## src/hdl/atp_pkg.sv

```systemverilog
// Purpose: Shared constants and types for the conversion trigger pacer.
// Assumes: One clock domain, 250 MHz; all pins sampled synchronously.
// Notes:   Counter modes are a simplified programmable-timer subset.
//
// Contract
// - Three 16-bit counters, oscillator clocked
// - Counter one chains into counter two
// - Pacer rising edge starts one conversion
// - Pacer output driven onto external pin
// - Counter zero counts events or makes pulses
// - External trigger ignored while gate low
// - External trigger rising edge starts conversion
// - Software selects channel, 16 single or 8 diff
// - Counter zero clock external or internal selectable
// - External gate controls counter zero counting
package atp_pkg;

  // ----------------------------------------------------------------
  // Sizes
  // ----------------------------------------------------------------
  localparam int CNT_WIDTH       = 16;
  localparam int CHAN_SINGLE     = 16;
  localparam int CHAN_DIFF       = 8;
  localparam int CHAN_WIDTH      = 4;
  localparam int SYNC_STAGES     = 2;

  // ----------------------------------------------------------------
  // Reset values
  // ----------------------------------------------------------------
  localparam logic [15:0] RST_COUNT = 16'h0000;
  localparam logic [3:0]  RST_CHAN  = 4'h0;

  // ----------------------------------------------------------------
  // Types
  // ----------------------------------------------------------------
  typedef enum logic [0:0] {
    ATP_MODE_EVENT = 1'b0,
    ATP_MODE_PULSE = 1'b1
  } atp_mode_t;

  typedef struct packed {
    logic [15:0] reload;
    logic        load;
  } atp_cnt_cfg_t;

  typedef struct packed {
    logic       differential;
    logic [3:0] channel;
  } atp_chan_cfg_t;

endpackage

```

## src/hdl/atp_counter.sv

```systemverilog
// Purpose: One 16-bit down counter with reload, gate and count enable.
// Assumes: Count enable is a strobe or a held level in the system clock domain.
// Notes:   Terminal pulse is one cycle wide, issued as count wraps.
`timescale 1ns/1ps
`default_nettype none
module atp_counter #(
  parameter int WIDTH = atp_pkg::CNT_WIDTH
) (
  // Clock and reset
  input  wire logic             sys_clk,
  input  wire logic             rst_b,
  // Control
  input  wire logic             load,
  input  wire logic [WIDTH-1:0] reload,
  input  wire logic             tick,
  input  wire logic             gate,
  // Status
  output logic      [WIDTH-1:0] count,
  output logic                  terminal
);

  // A one-bit counter cannot hold a reload above one
  if (WIDTH < 2) begin : g_width_check
    $error("atp_counter: WIDTH too small");
  end

  wire              step       = tick & gate;
  wire              atOne      = (count <= WIDTH'(1));
  wire [WIDTH-1:0]  next_count = load ? reload :
                                 (step ? (atOne ? reload : count - WIDTH'(1)) : count);
  wire              next_term  = step & atOne & ~load;

  always_ff @(posedge sys_clk or negedge rst_b) begin
    if (!rst_b) begin
      count    <= WIDTH'(atp_pkg::RST_COUNT);
      terminal <= 1'b0;
    end else begin
      count    <= next_count;
      terminal <= next_term;
    end
  end

endmodule
`default_nettype wire

```

## src/hdl/atp_pacer.sv

```systemverilog
// Purpose: Conversion trigger pacer with general counter and ext trigger.
// Assumes: All pins synchronous to sys_clk in name; synchronised anyway.
// Notes:   Pacer pin pulses one cycle; counter zero toggles in pulse mode.
`timescale 1ns/1ps
`default_nettype none
module atp_pacer #(
  parameter int WIDTH = atp_pkg::CNT_WIDTH
) (
  // Clock and reset
  input  wire logic                  sys_clk,
  input  wire logic                  rst_b,
  // Counter configuration
  input  wire atp_pkg::atp_cnt_cfg_t cnt0Cfg,
  input  wire atp_pkg::atp_cnt_cfg_t cnt1Cfg,
  input  wire atp_pkg::atp_cnt_cfg_t cnt2Cfg,
  input  wire atp_pkg::atp_mode_t    cnt0Mode,
  input  wire logic                  cnt0ExtClkSel,
  // Trigger source enables
  input  wire logic                  pacerEnable,
  input  wire logic                  extTrigEnable,
  // Channel selection
  input  wire atp_pkg::atp_chan_cfg_t chanReq,
  // External pins
  input  wire logic                  ext_trigger_gate,
  input  wire logic                  ext_trigger_in,
  input  wire logic                  counter_zero_clock_in,
  input  wire logic                  counter_zero_gate_in,
  output logic                       counter_zero_out,
  output logic                       pacerOut,
  // Conversion side
  output logic                       convStart,
  output atp_pkg::atp_chan_cfg_t     chanSel,
  output logic [WIDTH-1:0]           cnt0Count
);

  // ----------------------------------------------------------------
  // Elaboration checks
  // ----------------------------------------------------------------
  localparam int SYNC = atp_pkg::SYNC_STAGES;

  // Pin widths and the 32-bit chain assume 16-bit counters
  if (WIDTH != atp_pkg::CNT_WIDTH) begin : g_width_check
    $error("atp_pacer: counters are 16 bits");
  end

  // A single stage would pass metastable levels to the edge logic
  if (SYNC < 2) begin : g_sync_check
    $error("atp_pacer: at least two synchroniser stages");
  end

  // ----------------------------------------------------------------
  // Helpers
  // ----------------------------------------------------------------
  // Low-to-high step between two successive settled samples
  function automatic logic rising(input logic cur, input logic last);
    return cur & ~last;
  endfunction

  // Differential pairs reach only the lower half of the codes
  function automatic logic chan_legal(input atp_pkg::atp_chan_cfg_t req);
    return ~req.differential | (req.channel < 4'(atp_pkg::CHAN_DIFF));
  endfunction

  // ----------------------------------------------------------------
  // Input synchronisers
  // ----------------------------------------------------------------
  // Cabled sources are asynchronous whatever the pin list says
  logic [SYNC-1:0] trgSync;
  logic [SYNC-1:0] gateSync;
  logic [SYNC-1:0] c0ClkSync;
  logic [SYNC-1:0] c0GateSync;
  logic            trgLast;
  logic            c0ClkLast;

  // Only the last stage of each chain is read
  wire trgNow    = trgSync[SYNC-1];
  wire gateNow   = gateSync[SYNC-1];
  wire c0ClkNow  = c0ClkSync[SYNC-1];
  wire c0GateNow = c0GateSync[SYNC-1];

  always_ff @(posedge sys_clk or negedge rst_b) begin
    if (!rst_b) begin
      trgSync <= '0;
    end else begin
      trgSync <= {trgSync[SYNC-2:0], ext_trigger_in};
    end
  end

  always_ff @(posedge sys_clk or negedge rst_b) begin
    if (!rst_b) begin
      gateSync <= '0;
    end else begin
      gateSync <= {gateSync[SYNC-2:0], ext_trigger_gate};
    end
  end

  always_ff @(posedge sys_clk or negedge rst_b) begin
    if (!rst_b) begin
      c0ClkSync <= '0;
    end else begin
      c0ClkSync <= {c0ClkSync[SYNC-2:0], counter_zero_clock_in};
    end
  end

  always_ff @(posedge sys_clk or negedge rst_b) begin
    if (!rst_b) begin
      c0GateSync <= '0;
    end else begin
      c0GateSync <= {c0GateSync[SYNC-2:0], counter_zero_gate_in};
    end
  end

  // Last settled levels, reset to the idle low of both pins
  always_ff @(posedge sys_clk or negedge rst_b) begin
    if (!rst_b) begin
      trgLast   <= 1'b0;
      c0ClkLast <= 1'b0;
    end else begin
      trgLast   <= trgNow;
      c0ClkLast <= c0ClkNow;
    end
  end

  // ----------------------------------------------------------------
  // Trigger qualification
  // ----------------------------------------------------------------
  // gate low blocks trigger
  wire extAllowed = gateNow & extTrigEnable;
  wire extEdge    = rising(trgNow, trgLast) & extAllowed;
  // Count clock uses the same detector as the trigger
  wire c0ExtTick  = rising(c0ClkNow, c0ClkLast);

  // ----------------------------------------------------------------
  // Counters
  // ----------------------------------------------------------------
  wire [WIDTH-1:0] cnt1Count;
  wire [WIDTH-1:0] cnt2Count;
  wire             term0;
  wire             term1;
  wire             term2;

  wire c0Tick = cnt0ExtClkSel ? c0ExtTick : 1'b1;

  atp_counter #(.WIDTH(WIDTH)) u_cnt0 (
    .sys_clk  (sys_clk),
    .rst_b    (rst_b),
    .load     (cnt0Cfg.load),
    .reload   (cnt0Cfg.reload),
    .tick     (c0Tick),
    .gate     (c0GateNow),
    .count    (cnt0Count),
    .terminal (term0)
  );

  atp_counter #(.WIDTH(WIDTH)) u_cnt1 (
    .sys_clk  (sys_clk),
    .rst_b    (rst_b),
    .load     (cnt1Cfg.load),
    .reload   (cnt1Cfg.reload),
    .tick     (pacerEnable),
    .gate     (1'b1),
    .count    (cnt1Count),
    .terminal (term1)
  );

  atp_counter #(.WIDTH(WIDTH)) u_cnt2 (
    .sys_clk  (sys_clk),
    .rst_b    (rst_b),
    .load     (cnt2Cfg.load),
    .reload   (cnt2Cfg.reload),
    .tick     (term1),
    .gate     (pacerEnable),
    .count    (cnt2Count),
    .terminal (term2)
  );

  // ----------------------------------------------------------------
  // Outputs and conversion start
  // ----------------------------------------------------------------
  // Pulse mode toggles, event mode shows terminal only
  wire next_c0Out = (cnt0Mode == atp_pkg::ATP_MODE_PULSE) ?
                    (counter_zero_out ^ term0) : term0;
  // Pacer high for one cycle per period, so each period gives one edge
  wire next_pacer = term2 & pacerEnable;
  wire pacerRise  = rising(next_pacer, pacerOut);
  // A pacer edge and a trigger edge in one cycle give a single start
  wire next_start = pacerRise | extEdge;

  wire chanOk     = chan_legal(chanReq);

  always_ff @(posedge sys_clk or negedge rst_b) begin
    if (!rst_b) begin
      counter_zero_out <= 1'b0;
    end else begin
      counter_zero_out <= next_c0Out;
    end
  end

  always_ff @(posedge sys_clk or negedge rst_b) begin
    if (!rst_b) begin
      pacerOut <= 1'b0;
    end else begin
      pacerOut <= next_pacer;
    end
  end

  always_ff @(posedge sys_clk or negedge rst_b) begin
    if (!rst_b) begin
      convStart <= 1'b0;
    end else begin
      convStart <= next_start;
    end
  end

  always_ff @(posedge sys_clk or negedge rst_b) begin
    if (!rst_b) begin
      chanSel <= '{differential: 1'b0, channel: atp_pkg::RST_CHAN};
    end else if (chanOk) begin
      chanSel <= chanReq;
    end
  end

endmodule
`default_nettype wire

```

## config.mk

```make
export PLATFORM = sky130hd
export DESIGN_NAME = atp_pacer
export DESIGN_NICKNAME = d
export VERILOG_FILES = /design/src/hdl/atp_pkg.sv /design/src/hdl/atp_counter.sv /design/src/hdl/atp_pacer.sv
export SDC_FILE = /design/constraint.sdc
export NUM_CORES = 1
export LEC_CHECK = 0
export ABC_AREA = 1
export BUFFER_PORTS_ARGS = -buffer_cell sky130_fd_sc_hd__buf_2
export CAP_MARGIN = 5
export CORE_ASPECT_RATIO = 1.1
export CORE_UTILIZATION = 30
export DETAILED_ROUTE_END_ITERATION = 12
export MAX_ROUTING_LAYER = met4
export SLEW_MARGIN = 10
export SYNTH_ARGS = -nofsm -noshare
export SYNTH_HDL_FRONTEND = slang
export SYNTH_SLANG_ARGS = --single-unit
```

## constraint.sdc

```tcl
create_clock -name sys_clk -period 1.82 [get_ports sys_clk]
set_input_delay 0.364 -clock sys_clk [delete_from_list [all_inputs] [get_ports sys_clk]]
set_output_delay 0.364 -clock sys_clk [all_outputs]
set_load 0.005 [all_outputs]
```

# After elaboration in Yosys (flattened, before gate mapping)
# Cells that the tools add are included.
totals:
  regBits: 69
  output_inout_bits: 24
op_classes:
  add_sub_neg: 3
  order_cmp: 4
  mux: 11
  bitwise: 24
  reduce_logical: 3
op_table:
  columns: ["cell", "count"]
  rows:
  - ["$mux 16", 9]
  - ["$le 16x1->1 const B", 3]
  - ["$sub 16x1->16 const B", 3]
  - ["$and 1x1->1", 14]
  - ["$not 1->1", 7]
  - ["$reduce_bool 2->1", 3]
  - ["$lt 4x4->1 const B", 1]
  - ["$mux 1", 2]
  - ["$or 1x1->1", 2]
  - ["$xor 1x1->1", 1]

# Longest topological paths before layout
# Gate-level depths: netlist of run 1.
depth:
  ltp_word: 6
  mapped_depth: 13
  ltp_nobuf: 12

# By module
# From an unflattened synthesis of run 1, not the netlist that was laid out.
unflattened:
  hier_cells: 679
  area_unflattened_um2: 4594.4
modules_own_cells:
  columns: ["mod", "instances", "cells_per_inst", "area_each_um2", "seq_area_each_um2"]
  rows:
  - ["atp_counter (u_cnt0 ...)", 2, 204, 1308.8, 425.4]
  - ["atp_counter (u_cnt2)", 1, 220, 1391.3, 425.4]
  - ["atp_pacer", 1, 51, 585.6, 450.4]

# Least setup slack after synthesis of run 1
# Ideal clock, no wire load.
synth_timing:
  path_type: "reg2reg"
  startpoint: "register u_cnt1.count[0]"
  endpoint: "register u_cnt1.count[3]"
  t_arrival_ns: 1.501
  slack_ns: 0.200
  path_stages_with_launch: 13
  path_buffers: 1
  cell_sequence: "dfrtp_1 > inv_1 > ha_1 > inv_1 > nand2_1 > nand2_1 > nor2_4 > nand3_4 > nand2_4 > buf_6 > nand2_1 > nand3_1 > nand2_1"
synth_between:
  elab_chain_cells: 4
  word_cells_on_any_way: 5
  cone_classes: "add/sub: 1; order compare: 1; mux: 3"
synth_lines:
  columns: ["item", "line_no", "source"]
  rows:
  - ["start, declared", "atp_counter.sv:18", "output logic [WIDTH-1:0] count,"]
  - ["start signal, assigned", "atp_counter.sv:35", "count <= WIDTH'(atp_pkg::RST_COUNT);"]
  - ["start signal, assigned", "atp_counter.sv:38", "count <= next_count;"]
  - ["$sub 16x1->16 / $le 16x1->1 (equally long branches)", "atp_counter.sv:30, atp_counter.sv:28", null]
  - ["$mux 16 * (2 in a row)", "atp_counter.sv:30", "(step ? (atOne ? reload : count - WIDTH'(1)) : count);"]
  - ["$mux 16 *", "atp_counter.sv:29", "wire [WIDTH-1:0] next_count = load ? reload :"]
# Every way passes the cells marked *; elsewhere a longest branch is shown, timed or not. The select of a mux whose other input is x is not followed.
# A chain may end at the register's enable or synchronous reset.

# Worst setup path in the final report of run 1
layout_timing:
  startpoint: "register u_cnt1.count[1]"
  endpoint: "register u_cnt1.count[8]"
# The elaborated chain is that of the path after synthesis.

==> results.txt, run 1 <==
The run finished with clean final reports. The clock transition at the registers of the reported paths is 60 ps. In this run the register-to-register setup slack is 150 ps.

Leaving out fill and tap cells, the most frequent cell in the layout is nand2_1. Along the worst path, the maximum fanout reaches 4. The fill cell total of the finished layout came out at 1605. In the post-route analysis, the smallest setup slack over all paths is 149 ps. Timing analysis after detailed placement gives a worst setup slack of 65.5 ps.

The detail route stage leaves a number of antenna-violating nets equal to 0. The total clock buffers created by CTS came out at 9. The area added between synthesis and finish is 25.4%. The number of iterations in the first detailed-routing pass is 4. The portion of the clock cycle consumed by the worst path in the final layout is 91.8%.

The number of buffers between clock root and the deepest sink came out at 2. The transition at the pin with the smallest max-transition slack is 406 ps. Synthesis inferred 69 register bits.

The detailed router placed 4319 vias in this run. The path class of the tightest hold or removal check is in2reg. The total power per unit cell area is 887 nW/um2. The distinct cell type count of the synthesized netlist is 33. The die area came out at 15400 um2.

The initial antenna violation count came to 0. The TritonCTS sink count came out at 69. At the worst endpoint, the required time is 2050 ps. For the worst setup path, the data arrival time is 1900 ps. In the layout the commonest cells are 258 x nand2_1, 95 x inv_1, 88 x buf_2, 81 x nand3_1, 69 x dfrtp_1. Yosys attributes the largest share of cell area to dfrtp_1 39%, nand2_1 22%, nand3_1 9.1%.

The via density per instance came out at 4.41. The area of the core came out at 14500 um2. The weighted congestion reported at the end of routability-driven placement came out at 0.816. STA classifies the critical path startpoint as a flip-flop. The number of warnings reported in the yosys synthesis log came out at 0. dfrtp_1 takes more of the synthesized area than any other cell. The largest net degree at the start of global routing is 45. The antenna diode count is 0. Global routing finished with a remaining overflow of 0.

The via count of the first global-routing pass came out at 4015. The die is 118 um wide. The total area of multi-input combinational cells is 2270 um2. The worst setup path is captured at a flip-flop. The half-perimeter wire length after placement is 8180 um. The number of placement rows came out at 46. The first-pass GRT wire length came out at 19000 um. The number of remaining DRC errors came out at 0.

The depth of the CTS H-tree came out at 3. The post-synth design cell area came out at 4470 um2. The count of buffers added on input and output ports is 89.

The clock latency at the later pin of the worst-skew pair came out at 340 ps. The number of I/O pins came out at 90. Hold is met by 130 ps. The maximum clock skew at final layout came out at 10.1 ps. The clock tree root buffer cell is clkbuf_16. The starting utilization of the core area is 30.8%. In this run the tightest slew margin relative to its limit is 72.8%. The number of pins exceeding their max-slew limit in the final report came out at 0.

VDD sags by at most 346 uV. In the final design database the tool counted 854 nets. The average wire length per cell after detail routing came out at 11.3 um.

The combined flip-flop and latch cell area is 1730 um2. The top-area cell type share of the netlist area is 38.7%. The detailed router finished its first iteration with 185 violations.

The post-layout minimum cycle time is 1670 ps. The die boundary height is 130 um. The portion of the post-synthesis area used by sequential elements came out at 38.7%.

The summed negative setup slack over all endpoints came out at 0 ps. The final hold violation count is 0. The kind of critical path is reg2reg. Max-cap violations in this run came to 0.

The average cell area after synthesis is 6.65 um2. The synthesized netlist net count is 744. Setup repair after global routing left no endpoint under its margin. The number of standard cells after synthesis is 672. The final count of negative-setup-slack endpoints came out at 0. The combined global-route utilization of all metal layers came out at 16.0%. The final wirelength is 11000 um.

The static leakage power came out at 3.06 nW. Timing would allow up to 598 MHz. The share of post-route cells with drive strength above 1 came out at 19.8%. TritonCTS built the clock tree.
-- metrics by stage --
step	total power, mW	area [um2]	utilization, %	cells
4_1_cts	5.03	5570	38.4	978
3_5_place_dp	3.01	5220	36.0	961
2_1_floorplan	2.62	4470	-	672
6_report	4.97	5600	38.6	979
5_1_grt	5.29	5600	38.6	979
3_3_place_gp	3.01	5220	36.0	961
-- cell type report --
| cell class | instances | share of cell area, % |
|---|---|---|
| Multi-Input combinational cell | 487 | 40.5 |
| Clock inverter | 6 | 1.67 |
| Clock buffer | 10 | 4.27 |
| Tap cell | 192 | 4.29 |
| Sequential cell | 69 | 30.8 |
| Inverter | 103 | 7.10 |
| Timing Repair Buffer | 112 | 11.3 |
-- routing by layer --
metal,GRT usage [%],up-vias,part of all wire [%]
met1,18.7,1941,47
li1,-,2276,-
met5,-,-,0
met3,2.32,14,3.1
met2,27.6,88,48
met4,7.09,0,1.8
-- kinds of logic (layout without fill, tap and decap cells) --
family                     after synthesis  after routing  synth area share (%)
DFF                                     69             69                  38.7
adders and majority gates                6              6                  1.68
AOI/OAI and AO/OA                       28             28                  3.39
and+or+nand+nor                        436            436                  41.8
xor gates and xnor gates                14             14                  2.75
muxes                                    3              3                 0.756
buffers and inverters                  116            231                  11.0
-- synth_stat cells --
master	number
buf_4	1
inv_2	2
buf_12	1
nand4_1	5
o22ai_1	1
nand2_4	3
clkbuf_1	3
nor2_4	3
and2_1	1
o21a_1	1
ha_1	6
clkinv_1	4
nand3b_1	1
buf_6	4
nand3_4	2
inv_4	1
inv_1	96
buf_2	2
o21ai_0	7
nand2_2	3
nor3_1	4
nand3_1	81
xnor2_1	7
a21oi_1	5
o21ai_1	11
nand2_1	258
mux2_2	3
nor2_1	65
dfrtp_1	69
o21bai_1	3
buf_1	2
nor2_2	10
xor2_1	7
-- path summary, 6_finish.rpt --
| check | end | start | depth (start not counted) |
|---|---|---|---|
| worst min register to register | gateSync[1] | gateSync[0] | 0 |
| max in group asynchronous | u_cnt0.count[14] | rst_b | 3 |
| worst max-delay path | u_cnt1.count[8] | u_cnt1.count[1] | 8 |
| min in group asynchronous | u_cnt2.count[14] | rst_b | 2 |
| worst min-delay path | c0GateSync[0] | counter_zero_gate_in | 1 |
| worst max register to register | u_cnt1.count[8] | u_cnt1.count[1] | 8 |
-- critical path: stages, from the launching register on --
cell and delay [ps]:
dfrtp_1 370, inv_1 110, ha_1 240, nand2_1 160, nor2_1 300, xor2_1 190
nand2_1 70, nand3_1 60, nand2_1 50
-- sequential cells by signal, indices dropped and copies added, names as in the netlist --
name	flops
trgSync	2
counter_zero_out	1
c0ClkSync	2
trgLast	1
convStart	1
c0GateSync	2
u_cnt2.count	16
u_cnt0.count	16
gateSync	2
u_cnt2.terminal	1
c0ClkLast	1
chanSel	5
u_cnt1.terminal	1
pacerOut	1
u_cnt0.terminal	1
u_cnt1.count	16
-- report_power, final --
part           total, mW  leakage [nW]  switching [mW]  internal, mW
logic               1.07          2.07           0.622         0.451
registers           1.92         0.829           0.209          1.71
clock network       1.98         0.160           0.730          1.25
total               4.97          3.06            1.56          3.41
-- timing repair --
action,in CTS,in global routing
buffers inserted,0,1
hold buffers,1,0
setup endpoints to repair,0,19
gates resized for setup,0,6
hold endpoints to repair,25,0
Note: power is estimated with default switching activity, not from simulation.
==> run 2: changes to the inputs <==
CELL_PAD_IN_SITES_DETAIL_PLACEMENT = 0   (was unset)
CELL_PAD_IN_SITES_GLOBAL_PLACEMENT = 1   (was unset)
PLACE_DENSITY_LB_ADDON = 0.1   (was unset)
==> run 2 against run 1 <==
Net effect:
- power is 3.2% lower
- first-iteration DRC count is 15% lower
- cell count is 0.31% higher
- sequential cell count stayed put
- hold slack worse by 11 ps
- critical path type unchanged
- largest cell class unchanged
- highest routed layer unchanged
==> results.txt, run 2 (synthesized netlist as in run 1, its figures left out) <==
The area of the core is 14500 um2. The worst hold path belongs to the class in2reg. The clock arrives with 10.6 ps of skew. The static leakage power came out at 3.06 nW. The initial antenna violation count is 0.

The later pin in the worst-skew pair is clocked with a latency of 350 ps. The largest registers in the layout are u_cnt0.count x16, u_cnt1.count x16, u_cnt2.count x16. The number of maximum-capacitance constraint violations is 0. In this run, CTS created clock tree buffers numbering 9. The net count of the finished layout is 857. The summed area of non-filler cells in the final layout is 5610 um2. The number of cells on the worst reg-to-reg path is 11.

The path with the worst hold slack has its endpoint at c0ClkSync[0]. The initialized floorplan defines 46 standard-cell rows. Power spread over the standard cell area amounts to 858 nW/um2. The TritonCTS clock tree is yes. The startpoint identified for the worst register-to-register timing path is u_cnt1.count[1]. The area added between synthesis and finish came out at 25.6%. Once placement finished, the instance area stood at 5250 um2.

The number of nets with antenna violations after routing came out at 0. The first-pass GRT wire length came out at 21000 um. The summed negative setup slack over all endpoints came out at 0 ps. For this block, the initial DRC count from the detailed router was 158. The maximum operating frequency is 599 MHz.

The worst setup path is captured at a flip-flop. The post-layout minimum cycle time is 1670 ps. The library cell used most frequently in the layout, excluding fill and tap cells, is nand2_1. The portion of the clock cycle consumed by the worst path in the final layout is 91.8%.

The clock tree root buffer cell is clkbuf_16. The average wire length per cell after detail routing is 13.0 um. The share of the core filled with cells in the final layout came out at 38.7%. The run finished with clean final reports. Traced cell by cell, the critical path runs through inv_1 > ha_1 > inv_1 > nand2_1 > nand2_1 > nor2_4 > nand3_4 > buf_4 > nand3_1 > nand3_1 > o21ai_1. Hold timing on the final database bottoms out at a slack of 119 ps. The TritonCTS sink count came out at 69. The slowest stage of the critical path is the dfrtp_1 cell. Setup slack on the worst reg-to-reg path comes out at 150 ps.

The fill cell total of the finished layout came out at 1640. The maximum fanout encountered on the critical timing path came out at 9. The combined flip-flop and latch cell area came out at 1730 um2. The half-perimeter wire length after placement came out at 9350 um.

In this run the count of I/O pins placed on the die edge is 90. The final count of negative-setup-slack endpoints is 0. In the routed layout, each cell is associated on average with a via count of 4.45. The share of post-route cells with drive strength above 1 came out at 20.6%. The endpoint identified for the worst register-to-register timing path is u_cnt1.count[1].

The final hold violation count is 0. The worst setup path is launched from a flip-flop. Leaving out filler cells and counting taps, the final layout contains 982. Global routing used 18.1% of the available tracks. In the routed design, unresolved DRC markers number 0. The number of iterations in the first detailed-routing pass is 4. The multi-input combinational cells in the finished layout cover a total of 2280 um2. The critical path contains buffers and inverters numbering 3 combined.

The die boundary height came out at 130 um. Data on the critical path is required at its endpoint by 2090 ps. The weighted congestion reported at the end of routability-driven placement came out at 0.793. The number of buffers added on ports is 89. The total power after layout came out at 4.81 mW. The number of buffers between clock root and the deepest sink is 2. The starting utilization of the core area came out at 30.8%. The tightest slew margin relative to the limit is 69.9%.

The maximum vdd drop is 324 uV. On the critical path the largest part of the delay comes from simple AND/OR/NAND/NOR gates. The startpoint identified for the worst hold timing path is counter_zero_clock_in. The number of cells in the design after placement came out at 963. The transition at the pin with the smallest max-transition slack came out at 450 ps. The global-route congestion overflow total came out at 0. The die area is 15400 um2.

The final wirelength came out at 12700 um. The depth of the CTS H-tree came out at 3. The via count came out at 4373. The via count of the first global-routing pass came out at 4196.

The antenna diode count came out at 0. The biggest cell delay along the critical path came out at 380 ps. The kind of critical path is reg2reg. Along the worst hold path, the cell count comes to 1. The worst setup timing slack at the placement stage came out at 25.4 ps. The number of pins exceeding their max-slew limit in the final report came out at 0. Measured along the x axis, the die boundary spans 118 um. The clock transition at the registers of the reported paths came out at 70 ps. The largest net degree at the start of global routing came out at 31. In the layout the commonest cells are 257 x nand2_1, 95 x inv_1, 88 x buf_2, 81 x nand3_1, 69 x dfrtp_1. The setup slack of the critical path after layout is 149 ps. The critical path data arrival time came out at 1940 ps.
run 2: cell types whose count changed in the layout (fill, tap and decap cells not counted), sizes merged:
cell / change
buf: +3
inv: +3
bufinv: -2
clkbuf: -1
clkinv: -1
clkinvlp: +1
run 2: timing repair:
item                                    4_1_cts  5_1_grt
endpoints found under the setup margin        0       35
hold buffers                                  1        0
hold endpoints to repair                     28        0
resized for setup                             0       12
buffers inserted                              0        2
run 2: area by class of cell:
| class | instances | area share, % |
|---|---|---|
| flip-flops and latches | 69 | 30.8 |
| inverters | 103 | 7.16 |
| well taps | 192 | 4.28 |
| multi-input cells | 487 | 40.7 |
| clock buffers | 9 | 4.02 |
| clock inverters | 7 | 1.12 |
| repair buffers | 115 | 12.0 |
run 2: power by group:
part | internal [mW] | switching (mW)
logic | 0.476 | 0.668
clock network | 0.955 | 0.804
registers | 1.71 | 0.198
run 2: worst max path at each step:
stage                                from               end  slack [ps]  cells after the start
after detailed placement  u_cnt0.count[0]   u_cnt0.count[9]          30                     10
after global routing      u_cnt1.count[1]  u_cnt1.count[10]         -10                     11
after global placement    u_cnt0.count[0]   u_cnt0.count[9]          30                     10
after floorplan           u_cnt1.count[0]   u_cnt1.count[3]         200                     12
final                     u_cnt1.count[1]   u_cnt1.count[1]         150                     11
after CTS                 u_cnt0.count[0]   u_cnt0.count[0]          20                      9
run 2: layer usage:
metal | share of wire, % | vias up | track usage, %
met1 | 46 | 1987 | 22.3
met2 | 49 | 85 | 29.7
li1 | - | 2288 | -
met4 | 1.2 | 0 | 5.43
met3 | 3.5 | 13 | 3.93
met5 | 0 | - | -
